--- config.mk ---
export PLATFORM = sky130hd
export DESIGN_NAME = cdc_clock_control
export DESIGN_NICKNAME = d
export VERILOG_FILES = /design/src/rtl/cdc_pkg.sv /design/src/rtl/cdc_filter_if.sv /design/src/rtl/cdc_clock_filter.sv /design/src/rtl/cdc_clock_control.sv
export SDC_FILE = /design/constraint.sdc
export NUM_CORES = 1
export LEC_CHECK = 0
export ABC_AREA = 1
export BUFFER_PORTS_ARGS = -buffer_cell sky130_fd_sc_hd__buf_2
export CELL_PAD_IN_SITES_DETAIL_PLACEMENT = 1
export CELL_PAD_IN_SITES_GLOBAL_PLACEMENT = 1
export CORE_ASPECT_RATIO = 1.2
export CORE_MARGIN = 8
export CORE_UTILIZATION = 47
export DETAILED_ROUTE_END_ITERATION = 10
export GPL_ROUTABILITY_DRIVEN = 0
export GPL_TIMING_DRIVEN = 0
export MAX_ROUTING_LAYER = met4
export PLACE_DENSITY = 0.85
export REMOVE_ABC_BUFFERS = 1
export SLEW_MARGIN = 10
export SYNTH_ARGS = -nofsm -noshare
export SYNTH_HDL_FRONTEND = slang
export SYNTH_SLANG_ARGS = --single-unit
--- constraint.sdc ---
create_clock -name clk -period 4.1 [get_ports clk]
set_input_delay 0 -clock clk [delete_from_list [all_inputs] [get_ports clk]]
set_output_delay 0 -clock clk [all_outputs]
set_load 0.02 [all_outputs]
--- src/rtl/cdc_pkg.sv ---
// Constants, types and helpers shared by the clock domain control block
package cdc_pkg;

  // System clock
  localparam int          CLK_PERIOD_NS     = 10;
  localparam longint      CLK_FREQ_HZ       = 100_000_000;

  // Multiplier: reference times a fixed ratio gives the 48 MHz domain
  localparam longint      REF_FREQ_HZ       = 14_318_180;
  localparam longint      GEN_MULT_NUM      = 352;
  localparam longint      GEN_MULT_DEN      = 105;
  localparam longint      GEN_FREQ_HZ       = REF_FREQ_HZ * GEN_MULT_NUM / GEN_MULT_DEN;
  localparam int          GEN_ACC_W         = 28;
  localparam logic [27:0] GEN_ACC_MOD       = 28'(CLK_FREQ_HZ);
  localparam logic [27:0] GEN_ACC_STEP      = 28'(2 * GEN_FREQ_HZ);

  // Lock delay of the multiplier, least time, rounded up
  localparam int          GEN_LOCK_DELAY_NS = 10_000;
  localparam int          GEN_LOCK_CYC_RAW  = (GEN_LOCK_DELAY_NS + CLK_PERIOD_NS - 1)
                                              / CLK_PERIOD_NS;
  localparam int          GEN_LOCK_CYCLES   = (GEN_LOCK_CYC_RAW < 1) ? 1 : GEN_LOCK_CYC_RAW;
  localparam int          GEN_LOCK_W        = 12;
  localparam logic [11:0] GEN_LOCK_LAST     = 12'(GEN_LOCK_CYCLES - 1);

  // Clock filter windows: least period rounds up, longest rounds down
  localparam int          FILT_CNT_W        = 13;
  localparam int          SLOW_PER_MIN_NS   = 28_000;
  localparam int          SLOW_PER_MAX_NS   = 33_000;
  localparam int          SLOW_PER_MIN_CYC  = (SLOW_PER_MIN_NS + CLK_PERIOD_NS - 1)
                                              / CLK_PERIOD_NS;
  localparam int          SLOW_PER_MAX_CYC  = SLOW_PER_MAX_NS / CLK_PERIOD_NS;
  localparam int          REF_PER_MIN_NS    = 50;
  localparam int          REF_PER_MAX_NS    = 90;
  localparam int          REF_PER_MIN_CYC   = (REF_PER_MIN_NS + CLK_PERIOD_NS - 1)
                                              / CLK_PERIOD_NS;
  localparam int          REF_PER_MAX_CYC   = REF_PER_MAX_NS / CLK_PERIOD_NS;
  localparam int          FILT_GOOD_EDGES   = 4;

  // Supply bit positions in the synchroniser vector
  localparam int          SUPPLY_MAIN       = 0;
  localparam int          SUPPLY_STANDBY    = 1;
  localparam int          SUPPLY_CORE       = 2;

  // Reset values
  localparam logic        RST_LEVEL         = 1'b0;
  localparam logic [2:0]  RST_SUPPLY        = 3'h0;

  // Multiplier states
  typedef enum logic [1:0] {
    GEN_OFF,
    GEN_LOCKING,
    GEN_RUN
  } cdc_gen_state_t;

  // Settled level: follows the pin once stages two and three agree
  function automatic logic cdc_settle(input logic cur, input logic s2, input logic s3);
    return (s2 == s3) ? s3 : cur;
  endfunction

endpackage

--- src/rtl/cdc_filter_if.sv ---
// Interface between a clock filter and its user
`timescale 1ns/1ps
interface cdc_filter_if;
  logic arm;
  logic level;
  logic rise;
  logic valid;
  modport filt (input arm, output level, output rise, output valid);
  modport user (output arm, input level, input rise, input valid);
endinterface

--- src/rtl/cdc_clock_filter.sv ---
// Clock filter: settles a clock pin and flags it valid when its period is sane
`timescale 1ns/1ps
module cdc_clock_filter #(
  parameter int MIN_CYC = 5,
  parameter int MAX_CYC = 9,
  parameter int GOOD    = 4,
  parameter int CNT_W   = 13
) (
  // Clock and reset
  input wire logic clk,
  input wire logic rst_b,
  // Raw clock pin
  input wire logic pin,
  // User side
  cdc_filter_if.filt fif
);

  localparam logic [CNT_W-1:0] MIN_P   = CNT_W'(MIN_CYC);
  localparam logic [CNT_W-1:0] MAX_P   = CNT_W'(MAX_CYC);
  localparam logic [CNT_W-1:0] OVERDUE = CNT_W'(MAX_CYC + 1);
  localparam logic [3:0]       GOOD_L  = 4'(GOOD - 1);

  logic             s1;
  logic             s2;
  logic             s3;
  logic             next_level;
  logic [CNT_W-1:0] period_cnt;
  logic [3:0]       good_cnt;

  // Three-stage pin synchroniser
  always_ff @(posedge clk or negedge rst_b) begin
    if (!rst_b) begin
      s1 <= cdc_pkg::RST_LEVEL;
      s2 <= cdc_pkg::RST_LEVEL;
      s3 <= cdc_pkg::RST_LEVEL;
    end else begin
      s1 <= pin;
      s2 <= s1;
      s3 <= s2;
    end
  end

  assign next_level = cdc_pkg::cdc_settle(fif.level, s2, s3);

  // Settled level and rising edge pulse
  always_ff @(posedge clk or negedge rst_b) begin
    if (!rst_b) begin
      fif.level <= cdc_pkg::RST_LEVEL;
      fif.rise  <= 1'b0;
    end else begin
      fif.level <= next_level;
      fif.rise  <= next_level && !fif.level;
    end
  end

  // Cycles since the last rising edge, saturating once overdue
  always_ff @(posedge clk or negedge rst_b) begin
    if (!rst_b) begin
      period_cnt <= '0;
    end else if (!fif.arm || fif.rise) begin
      period_cnt <= '0;
    end else if (period_cnt != OVERDUE) begin
      period_cnt <= period_cnt + CNT_W'(1);
    end
  end

  // Valid after GOOD in-window periods, dropped on any bad or missing edge
  always_ff @(posedge clk or negedge rst_b) begin
    if (!rst_b) begin
      good_cnt  <= '0;
      fif.valid <= 1'b0;
    end else if (!fif.arm) begin
      good_cnt  <= '0;
      fif.valid <= 1'b0;
    end else if (fif.rise) begin
      if (period_cnt >= MIN_P && period_cnt <= MAX_P) begin
        if (good_cnt != GOOD_L) begin
          good_cnt <= good_cnt + 4'h1;
        end else begin
          fif.valid <= 1'b1;
        end
      end else begin
        good_cnt  <= '0;
        fif.valid <= 1'b0;
      end
    end else if (period_cnt == OVERDUE) begin
      good_cnt  <= '0;
      fif.valid <= 1'b0;
    end
  end

  // A stalled clock takes validity away
  property p_overdue_drop;
    @(posedge clk) disable iff (!rst_b)
      (fif.arm && period_cnt == OVERDUE) |=> !fif.valid;
  endproperty
  a_overdue_drop: assert property (p_overdue_drop) else $error("filter valid after stall");

endmodule

--- src/rtl/cdc_clock_control.sv ---
// Clock domain control: bus, 48 MHz multiplier and 32 KHz standby domains
//
// Contract
// Bus and 48 MHz domains run only while the main supply is up.
// The outside world gives a valid bus clock before main power-up reset ends.
// Software waits for a valid reference before setting the generator enable.
// Setting the generator enable starts the clock multiplier.
// The multiplier output stays low until its lock delay has passed.
// The valid flag reads 0 while locking and 1 once the 48 MHz domain toggles.
// Software polls the valid flag before starting 48 MHz users.
// The 48 MHz rate is the reference rate times a fixed ratio.
// The 32 KHz domain runs while standby and core supplies are up.
// The 32 KHz domain is held low until the slow clock is seen valid.
// Wake-up, GPIO and glue logic take the 32 KHz domain from the slow input.
// Bus interface and configuration run on the bus clock domain.
// Serial, parallel, floppy, keyboard and fan monitor use the 48 MHz domain.
// The valid flag passes two stages before software sees it.
`timescale 1ns/1ps
module cdc_clock_control (
  // Clock and reset
  input  wire logic clk,
  input  wire logic rst_b,
  // Supply good pins
  input  wire logic main_supply,
  input  wire logic standby_supply,
  input  wire logic core_supply,
  // Clock pins
  input  wire logic reference_clock_input,
  input  wire logic slow_clock_input,
  // Configuration
  input  wire logic generator_enable,
  // Bus domain
  output logic      bus_domain_run,
  // 48 MHz domain
  output logic      gen_domain_run,
  output logic      gen_domain_clk,
  output logic      generator_clock_valid,
  // 32 KHz domain
  output logic      slow_domain_run,
  output logic      slow_domain_clk,
  output logic      slow_clock_valid
);

  logic                          rst_q1;
  logic                          rst_sync_b;
  logic [2:0]                    sup_s1;
  logic [2:0]                    sup_s2;
  logic [2:0]                    sup_s3;
  logic [2:0]                    sup_ok;
  logic                          main_ok;
  logic                          slow_ok;
  cdc_pkg::cdc_gen_state_t       state;
  cdc_pkg::cdc_gen_state_t       next_state;
  logic [cdc_pkg::GEN_LOCK_W-1:0] lock_cnt;
  logic [cdc_pkg::GEN_ACC_W-1:0] acc;
  logic [cdc_pkg::GEN_ACC_W:0]   acc_sum;
  logic                          tick;
  logic                          gen_running;
  logic                          valid_q1;

  cdc_filter_if ref_if ();
  cdc_filter_if slow_if ();

  // Reset release through two flops
  always_ff @(posedge clk or negedge rst_b) begin
    if (!rst_b) begin
      rst_q1     <= 1'b0;
      rst_sync_b <= 1'b0;
    end else begin
      rst_q1     <= 1'b1;
      rst_sync_b <= rst_q1;
    end
  end

  // Supply pins pass three flops
  always_ff @(posedge clk or negedge rst_sync_b) begin
    if (!rst_sync_b) begin
      sup_s1 <= cdc_pkg::RST_SUPPLY;
      sup_s2 <= cdc_pkg::RST_SUPPLY;
      sup_s3 <= cdc_pkg::RST_SUPPLY;
    end else begin
      sup_s1 <= {core_supply, standby_supply, main_supply};
      sup_s2 <= sup_s1;
      sup_s3 <= sup_s2;
    end
  end

  // Settled supply levels
  always_ff @(posedge clk or negedge rst_sync_b) begin
    if (!rst_sync_b) begin
      sup_ok <= cdc_pkg::RST_SUPPLY;
    end else begin
      for (int i = 0; i < 3; i++) begin
        sup_ok[i] <= cdc_pkg::cdc_settle(sup_ok[i], sup_s2[i], sup_s3[i]);
      end
    end
  end

  assign main_ok = sup_ok[cdc_pkg::SUPPLY_MAIN];
  assign slow_ok = sup_ok[cdc_pkg::SUPPLY_STANDBY] && sup_ok[cdc_pkg::SUPPLY_CORE];

  // Filters watch their clocks only while the owning supplies are up
  assign ref_if.arm  = main_ok;
  assign slow_if.arm = slow_ok;

  cdc_clock_filter #(
    .MIN_CYC (cdc_pkg::REF_PER_MIN_CYC),
    .MAX_CYC (cdc_pkg::REF_PER_MAX_CYC),
    .GOOD    (cdc_pkg::FILT_GOOD_EDGES),
    .CNT_W   (cdc_pkg::FILT_CNT_W)
  ) u_ref_filter (
    .clk   (clk),
    .rst_b (rst_sync_b),
    .pin   (reference_clock_input),
    .fif   (ref_if.filt)
  );

  cdc_clock_filter #(
    .MIN_CYC (cdc_pkg::SLOW_PER_MIN_CYC),
    .MAX_CYC (cdc_pkg::SLOW_PER_MAX_CYC),
    .GOOD    (cdc_pkg::FILT_GOOD_EDGES),
    .CNT_W   (cdc_pkg::FILT_CNT_W)
  ) u_slow_filter (
    .clk   (clk),
    .rst_b (rst_sync_b),
    .pin   (slow_clock_input),
    .fif   (slow_if.filt)
  );

  // Bus domain follows the main supply
  always_ff @(posedge clk or negedge rst_sync_b) begin
    if (!rst_sync_b) begin
      bus_domain_run <= 1'b0;
    end else begin
      bus_domain_run <= main_ok; // see
    end
  end

  // Multiplier state: off, locking with output low, running
  always_comb begin
    next_state = state;
    case (state)
      cdc_pkg::GEN_OFF: begin
        if (generator_enable && main_ok) begin
          next_state = cdc_pkg::GEN_LOCKING;
        end
      end
      cdc_pkg::GEN_LOCKING: begin
        if (!generator_enable || !main_ok) begin
          next_state = cdc_pkg::GEN_OFF;
        end else if (ref_if.valid && lock_cnt == cdc_pkg::GEN_LOCK_LAST) begin
          next_state = cdc_pkg::GEN_RUN;
        end
      end
      cdc_pkg::GEN_RUN: begin
        if (!generator_enable || !main_ok) begin
          next_state = cdc_pkg::GEN_OFF;
        end else if (!ref_if.valid) begin
          next_state = cdc_pkg::GEN_LOCKING;
        end
      end
      default: next_state = cdc_pkg::GEN_OFF;
    endcase
  end

  always_ff @(posedge clk or negedge rst_sync_b) begin
    if (!rst_sync_b) begin
      state <= cdc_pkg::GEN_OFF;
    end else begin
      state <= next_state;
    end
  end

  // Lock delay counts only while the reference is valid
  always_ff @(posedge clk or negedge rst_sync_b) begin
    if (!rst_sync_b) begin
      lock_cnt <= '0;
    end else if (state != cdc_pkg::GEN_LOCKING || !ref_if.valid) begin
      lock_cnt <= '0;
    end else if (lock_cnt != cdc_pkg::GEN_LOCK_LAST) begin
      lock_cnt <= lock_cnt + cdc_pkg::GEN_LOCK_W'(1);
    end
  end

  assign gen_running = (state == cdc_pkg::GEN_RUN);

  // Phase accumulator: toggle rate is twice reference times the fixed ratio
  assign acc_sum = {1'b0, acc} + {1'b0, cdc_pkg::GEN_ACC_STEP};
  assign tick    = (acc_sum >= {1'b0, cdc_pkg::GEN_ACC_MOD});

  always_ff @(posedge clk or negedge rst_sync_b) begin
    if (!rst_sync_b) begin
      acc <= '0;
    end else if (!gen_running) begin
      acc <= '0;
    end else if (tick) begin
      acc <= cdc_pkg::GEN_ACC_W'(acc_sum - {1'b0, cdc_pkg::GEN_ACC_MOD});
    end else begin
      acc <= acc_sum[cdc_pkg::GEN_ACC_W-1:0];
    end
  end

  // 48 MHz domain clock, frozen low unless running
  always_ff @(posedge clk or negedge rst_sync_b) begin
    if (!rst_sync_b) begin
      gen_domain_clk <= 1'b0;
      gen_domain_run <= 1'b0;
    end else begin
      gen_domain_run <= gen_running && main_ok; // see
      if (!gen_running) begin
        gen_domain_clk <= 1'b0;
      end else if (tick) begin
        gen_domain_clk <= !gen_domain_clk; // see
      end
    end
  end

  // Valid flag through two stages toward the register side
  always_ff @(posedge clk or negedge rst_sync_b) begin
    if (!rst_sync_b) begin
      valid_q1              <= 1'b0;
      generator_clock_valid <= 1'b0;
    end else begin
      valid_q1              <= gen_running;
      generator_clock_valid <= valid_q1; // see
    end
  end

  // 32 KHz domain: gated by supplies and the filter's valid
  always_ff @(posedge clk or negedge rst_sync_b) begin
    if (!rst_sync_b) begin
      slow_domain_run  <= 1'b0;
      slow_domain_clk  <= 1'b0;
      slow_clock_valid <= 1'b0;
    end else begin
      slow_domain_run  <= slow_ok;
      slow_clock_valid <= slow_if.valid;
      slow_domain_clk  <= slow_ok && slow_if.valid && slow_if.level; // see
    end
  end

  // Checks
  property p_bus_off;
    @(posedge clk) disable iff (!rst_sync_b) !main_ok |=> !bus_domain_run && !gen_domain_run;
  endproperty
  a_bus_off: assert property (p_bus_off) else $error("domain runs without main");

  property p_enable_start;
    @(posedge clk) disable iff (!rst_sync_b)
      (state == cdc_pkg::GEN_OFF && generator_enable && main_ok)
        |=> state == cdc_pkg::GEN_LOCKING;
  endproperty
  a_enable_start: assert property (p_enable_start) else $error("enable did not start");

  property p_held_low;
    @(posedge clk) disable iff (!rst_sync_b) !gen_running |=> !gen_domain_clk;
  endproperty
  a_held_low: assert property (p_held_low) else $error("48 MHz clock not held low");

  property p_lock_done;
    @(posedge clk) disable iff (!rst_sync_b)
      (state == cdc_pkg::GEN_LOCKING && generator_enable && main_ok && ref_if.valid
       && lock_cnt == cdc_pkg::GEN_LOCK_LAST) |=> gen_running;
  endproperty
  a_lock_done: assert property (p_lock_done) else $error("lock delay overrun");

  property p_valid_low;
    @(posedge clk) disable iff (!rst_sync_b) !gen_running |-> ##2 !generator_clock_valid;
  endproperty
  a_valid_low: assert property (p_valid_low) else $error("valid set while locking");

  property p_valid_two;
    @(posedge clk) disable iff (!rst_sync_b)
      $rose(gen_running) |-> !generator_clock_valid ##1 !generator_clock_valid
        ##1 generator_clock_valid;
  endproperty
  a_valid_two: assert property (p_valid_two) else $error("valid not two stages late");

  property p_toggle;
    @(posedge clk) disable iff (!rst_sync_b)
      (gen_running && tick) |=> gen_domain_clk != $past(gen_domain_clk);
  endproperty
  a_toggle: assert property (p_toggle) else $error("48 MHz clock missed a toggle");

  property p_slow_run;
    @(posedge clk) disable iff (!rst_sync_b) !slow_ok |=> !slow_domain_run && !slow_domain_clk;
  endproperty
  a_slow_run: assert property (p_slow_run) else $error("32 KHz domain without supply");

  property p_slow_gate;
    @(posedge clk) disable iff (!rst_sync_b)
      slow_domain_clk |-> $past(slow_if.valid) && $past(slow_if.level);
  endproperty
  a_slow_gate: assert property (p_slow_gate) else $error("32 KHz clock not gated");

  c_lock: cover property (@(posedge clk) disable iff (!rst_sync_b) $rose(generator_clock_valid));
  c_relock: cover property (@(posedge clk) disable iff (!rst_sync_b)
    state == cdc_pkg::GEN_RUN ##1 state == cdc_pkg::GEN_LOCKING);
  c_slow: cover property (@(posedge clk) disable iff (!rst_sync_b) $rose(slow_domain_clk));
  c_main_loss: cover property (@(posedge clk) disable iff (!rst_sync_b)
    gen_running ##1 !main_ok);

endmodule

==> results.sh <==
export IMPL_outcome="finished clean"
export IMPL_crit_top_cell="nand2_1"
export IMPL_worst_setup_path_start_kind="flip-flop"
export IMPL_post_route_worst_setup_slack_ps=925
export IMPL_power_density_mw_per_mm2=603
export IMPL_synth_async_sr_flop_share=1.00
export IMPL_yosys_warn_count=0
export IMPL_n_antenna_cell=0
export IMPL_clkTransAtPathRegs_ps=80
export IMPL_grt_setup_unrepaired="no"
export IMPL_synthToLayoutAreaGrowth_pct=9.91
export IMPL_drc=0
export IMPL_die_h_um=144
export IMPL_slack_of_the_worst_reg_to_reg_path_ps=920
export IMPL_first_global_vias=6270
export IMPL_grt_max_degree=68
export IMPL_floorplan_core_area_mm2=0.0136
export IMPL_timing_rr_end="acc[26]"
export IMPL_crit_path_end_kind="flip-flop"
export IMPL_p_leak_nw=3.45
export IMPL_worst_pin_slew_ps=937
export IMPL_min_delay_path_class="input port to flip-flop"
export IMPL_total_power_mw=4.26
export IMPL_most_frequent_standard_cell_in_the_layout_excluding_fill_and_tap_cells="nand2_1"
export IMPL_cts_repair_resize_count=0
export IMPL_hpwlAfterDp_um=13000
export IMPL_clock_skew_final_ps=5.60
export IMPL_nNetsFinal=912
export IMPL_finalHoldViolCount=0
export IMPL_detail_route_wl_per_cell_um=16.2
export IMPL_hold_path_cell_count=5
export IMPL_number_of_nets_with_antenna_violations_after_routing=0
export IMPL_synth_cell_types=49
export IMPL_cp_buffers_inverters=0
export IMPL_crit_path_cell_trace="ha_1 > nand2_1 > nand2_1 > nor2_4 > nand2_1 > nand2_1 > nand2_1 > nand2_1 > nand2_1 > nor2_2 > nand3_1 > nand2_2 > nand4_4 > nand2_4 > nand2_1 > nand2_1 > nor2_1"
export IMPL_critical_path_cell_with_the_highest_stage_delay="dfrtp_1"
export IMPL_post_drt_via_cell_ratio=5.47
export IMPL_report_final_slew_viol_count=0
export IMPL_part_of_the_cycle_the_worst_path_needs=0.774
export IMPL_ios=15
export IMPL_synth_edf_count=0
export IMPL_io_buffer_count=14
export IMPL_min_period_ps=3180
export IMPL_timing_critical_path_slowest_cell_delay_ps=420
export IMPL_dr_first_iter_drc_count=223
export IMPL_timing_hold_worst_start="generator_enable"
export IMPL_die_width_um=123
export IMPL_postSynth_topFlopCell="dfrtp_1"
export IMPL_post_cts_setup_buffers=0
export IMPL_r2r_start="acc[1]"
export IMPL_peakVddDrop_mv=0.348
export IMPL_design_die_area_mm2=0.0177
export IMPL_preCtsSetupSlack_ps=980
export IMPL_syn_area_per_cell_um2=7.42
export IMPL_cp_arrival_ps=3380
export IMPL_synth_seq_cells=109
export IMPL_finalWirelength_um=17300
export IMPL_detailedRoute_firstPassIterationCount=4
export IMPL_grt_pass1_wl_um=29500
export IMPL_fin_util=0.520
export IMPL_cts_inserted_buffers=9
export IMPL_drv_cap=0
export IMPL_hold_path_end="state[1]"
export IMPL_final_cell_mix="nand2_1 (219), nor2_1 (117), dfrtp_1 (108)"
export IMPL_num_rows=47
export IMPL_cts_path_max_buffers=2
export IMPL_r2r_cells=17
export IMPL_routed_via_count=5837
export IMPL_cts_sinks=109
export IMPL_critical_path_peak_fanout=22
export IMPL_antenna_found_initial=0
export IMPL_timing_critical_path_required_ps=4310
export IMPL_clock_tree_htree_level_count=3
export IMPL_globalRoute_totalOverflow=0
export IMPL_post_synth_inst_count=866
export IMPL_timing_critical_path_max_delay_family="simple AND/OR/NAND/NOR gates"
export IMPL_syn_cell_area_mm2=0.00643
export IMPL_global_route_usage_total=0.216
export IMPL_path_class="flip-flop to flip-flop"
export IMPL_final_fill_count=1727
export IMPL_proportion_of_layout_cells_with_a_drive_suffix_above_1=0.105
export IMPL_holdBufCountCts=7
export IMPL_tritoncts_clock_tree="done"
export IMPL_worst_slew_margin_rel=0.373
export IMPL_synth_sequential_area_ratio=0.424
export IMPL_whs_ps=43.1
export IMPL_clk_latency_ps=360
export IMPL_final_setup_viol_count=0
export IMPL_cts_root_buf="clkbuf_16"
export IMPL_timing_fmax_ghz=0.315
export IMPL_start_util=0.473
## power breakdown
part / leakage, nW / switching (mW) / internal [mW]
combinational: 1.85 / 1.40 / 0.629
clock: 0.149 / 0.430 / 0.482
sequential: 1.45 / 0.134 / 1.19
total: 3.45 / 1.96 / 2.30
## worst reg2reg max path, delay by kind of cell, from the launching register on
family | cells | cell delay (ps)
flops | 1 | 420
simple gates | 16 | 2360
fa+ha+maj | 1 | 240
## layout make-up
cell class	count	area [µm²]	share of cell area
clock buffer	10	229	0.0324
clock inverter	6	68.8	0.00974
inverter	112	420	0.0595
multi-input combinational	638	3230	0.458
sequential	109	2730	0.387
tap	171	214	0.0303
timing repair buffer	22	168	0.0237
## flip-flops by register name (all words and copies together) (netlist names), 4 cells and up
signal	count
u_ref_filter.good_cnt	4
lock_cnt	12
u_ref_filter.period_cnt	13
u_slow_filter.good_cnt	4
acc	27
u_slow_filter.period_cnt	13
## layer usage
layer,track usage,wire length [µm],up-vias,part of all wire
met3,0.0328,382,36,0.022
met1,0.227,7030,2897,0.41
met4,0.103,533,0,0.031
li1,-,-,2841,-
met2,0.388,9320,63,0.54
met5,-,0,-,0
## cell families after synthesis
logic type | count (synthesis) | share of synthesized area
buf+inv | 119 | 0.0726
simple gates | 514 | 0.367
xor+xnor | 22 | 0.0300
flops | 109 | 0.424
other cells | 1 | 0.000584
fa+ha+maj | 16 | 0.0296
compound gates | 85 | 0.0759
## worst max-delay path by stage
stage	slack (ps)	start	cells past startpoint	end
2_1_floorplan	840	rst_sync_b	0	acc[10]
3_3_place_gp	-390	rst_sync_b	0	u_ref_filter.period_cnt[7]
6_report	920	acc[1]	17	acc[26]
4_1_cts	890	acc[1]	17	acc[12]
3_5_place_dp	980	acc[1]	17	acc[15]
5_1_grt	660	acc[1]	17	acc[26]
## stage by stage
step                      TNS [ps]  cell area [µm²]  cells
after CTS                        0             7060   1068
after global routing             0             7060   1068
after floorplan                  0             6380    859
after global placement      -40860             6660   1044
after detailed placement         0             6700   1045
final                            0             7060   1068
## synthesized netlist by cell type, drive strengths merged (2+ instances only)
cell type  count  area [µm²]
nor2         137         607
nand3b         3        22.5
clkbuf         3        11.3
inv          111         417
maj3           4        40.0
o21ai         30         150
ha            12         150
xor2          19         166
a21oi         34         178
xnor2          3        26.3
a32o           2        20.0
or2            2        12.5
o211ai         2        15.0
nor3          19        95.1
nand2        238         956
nand4         21         153
buf            4        35.0
nor3b          4        30.0
a31oi          7        43.8
nand3         85         450
nor4           3        18.8
dfrtp        109        2730
(Power assumes the default switching activity.)
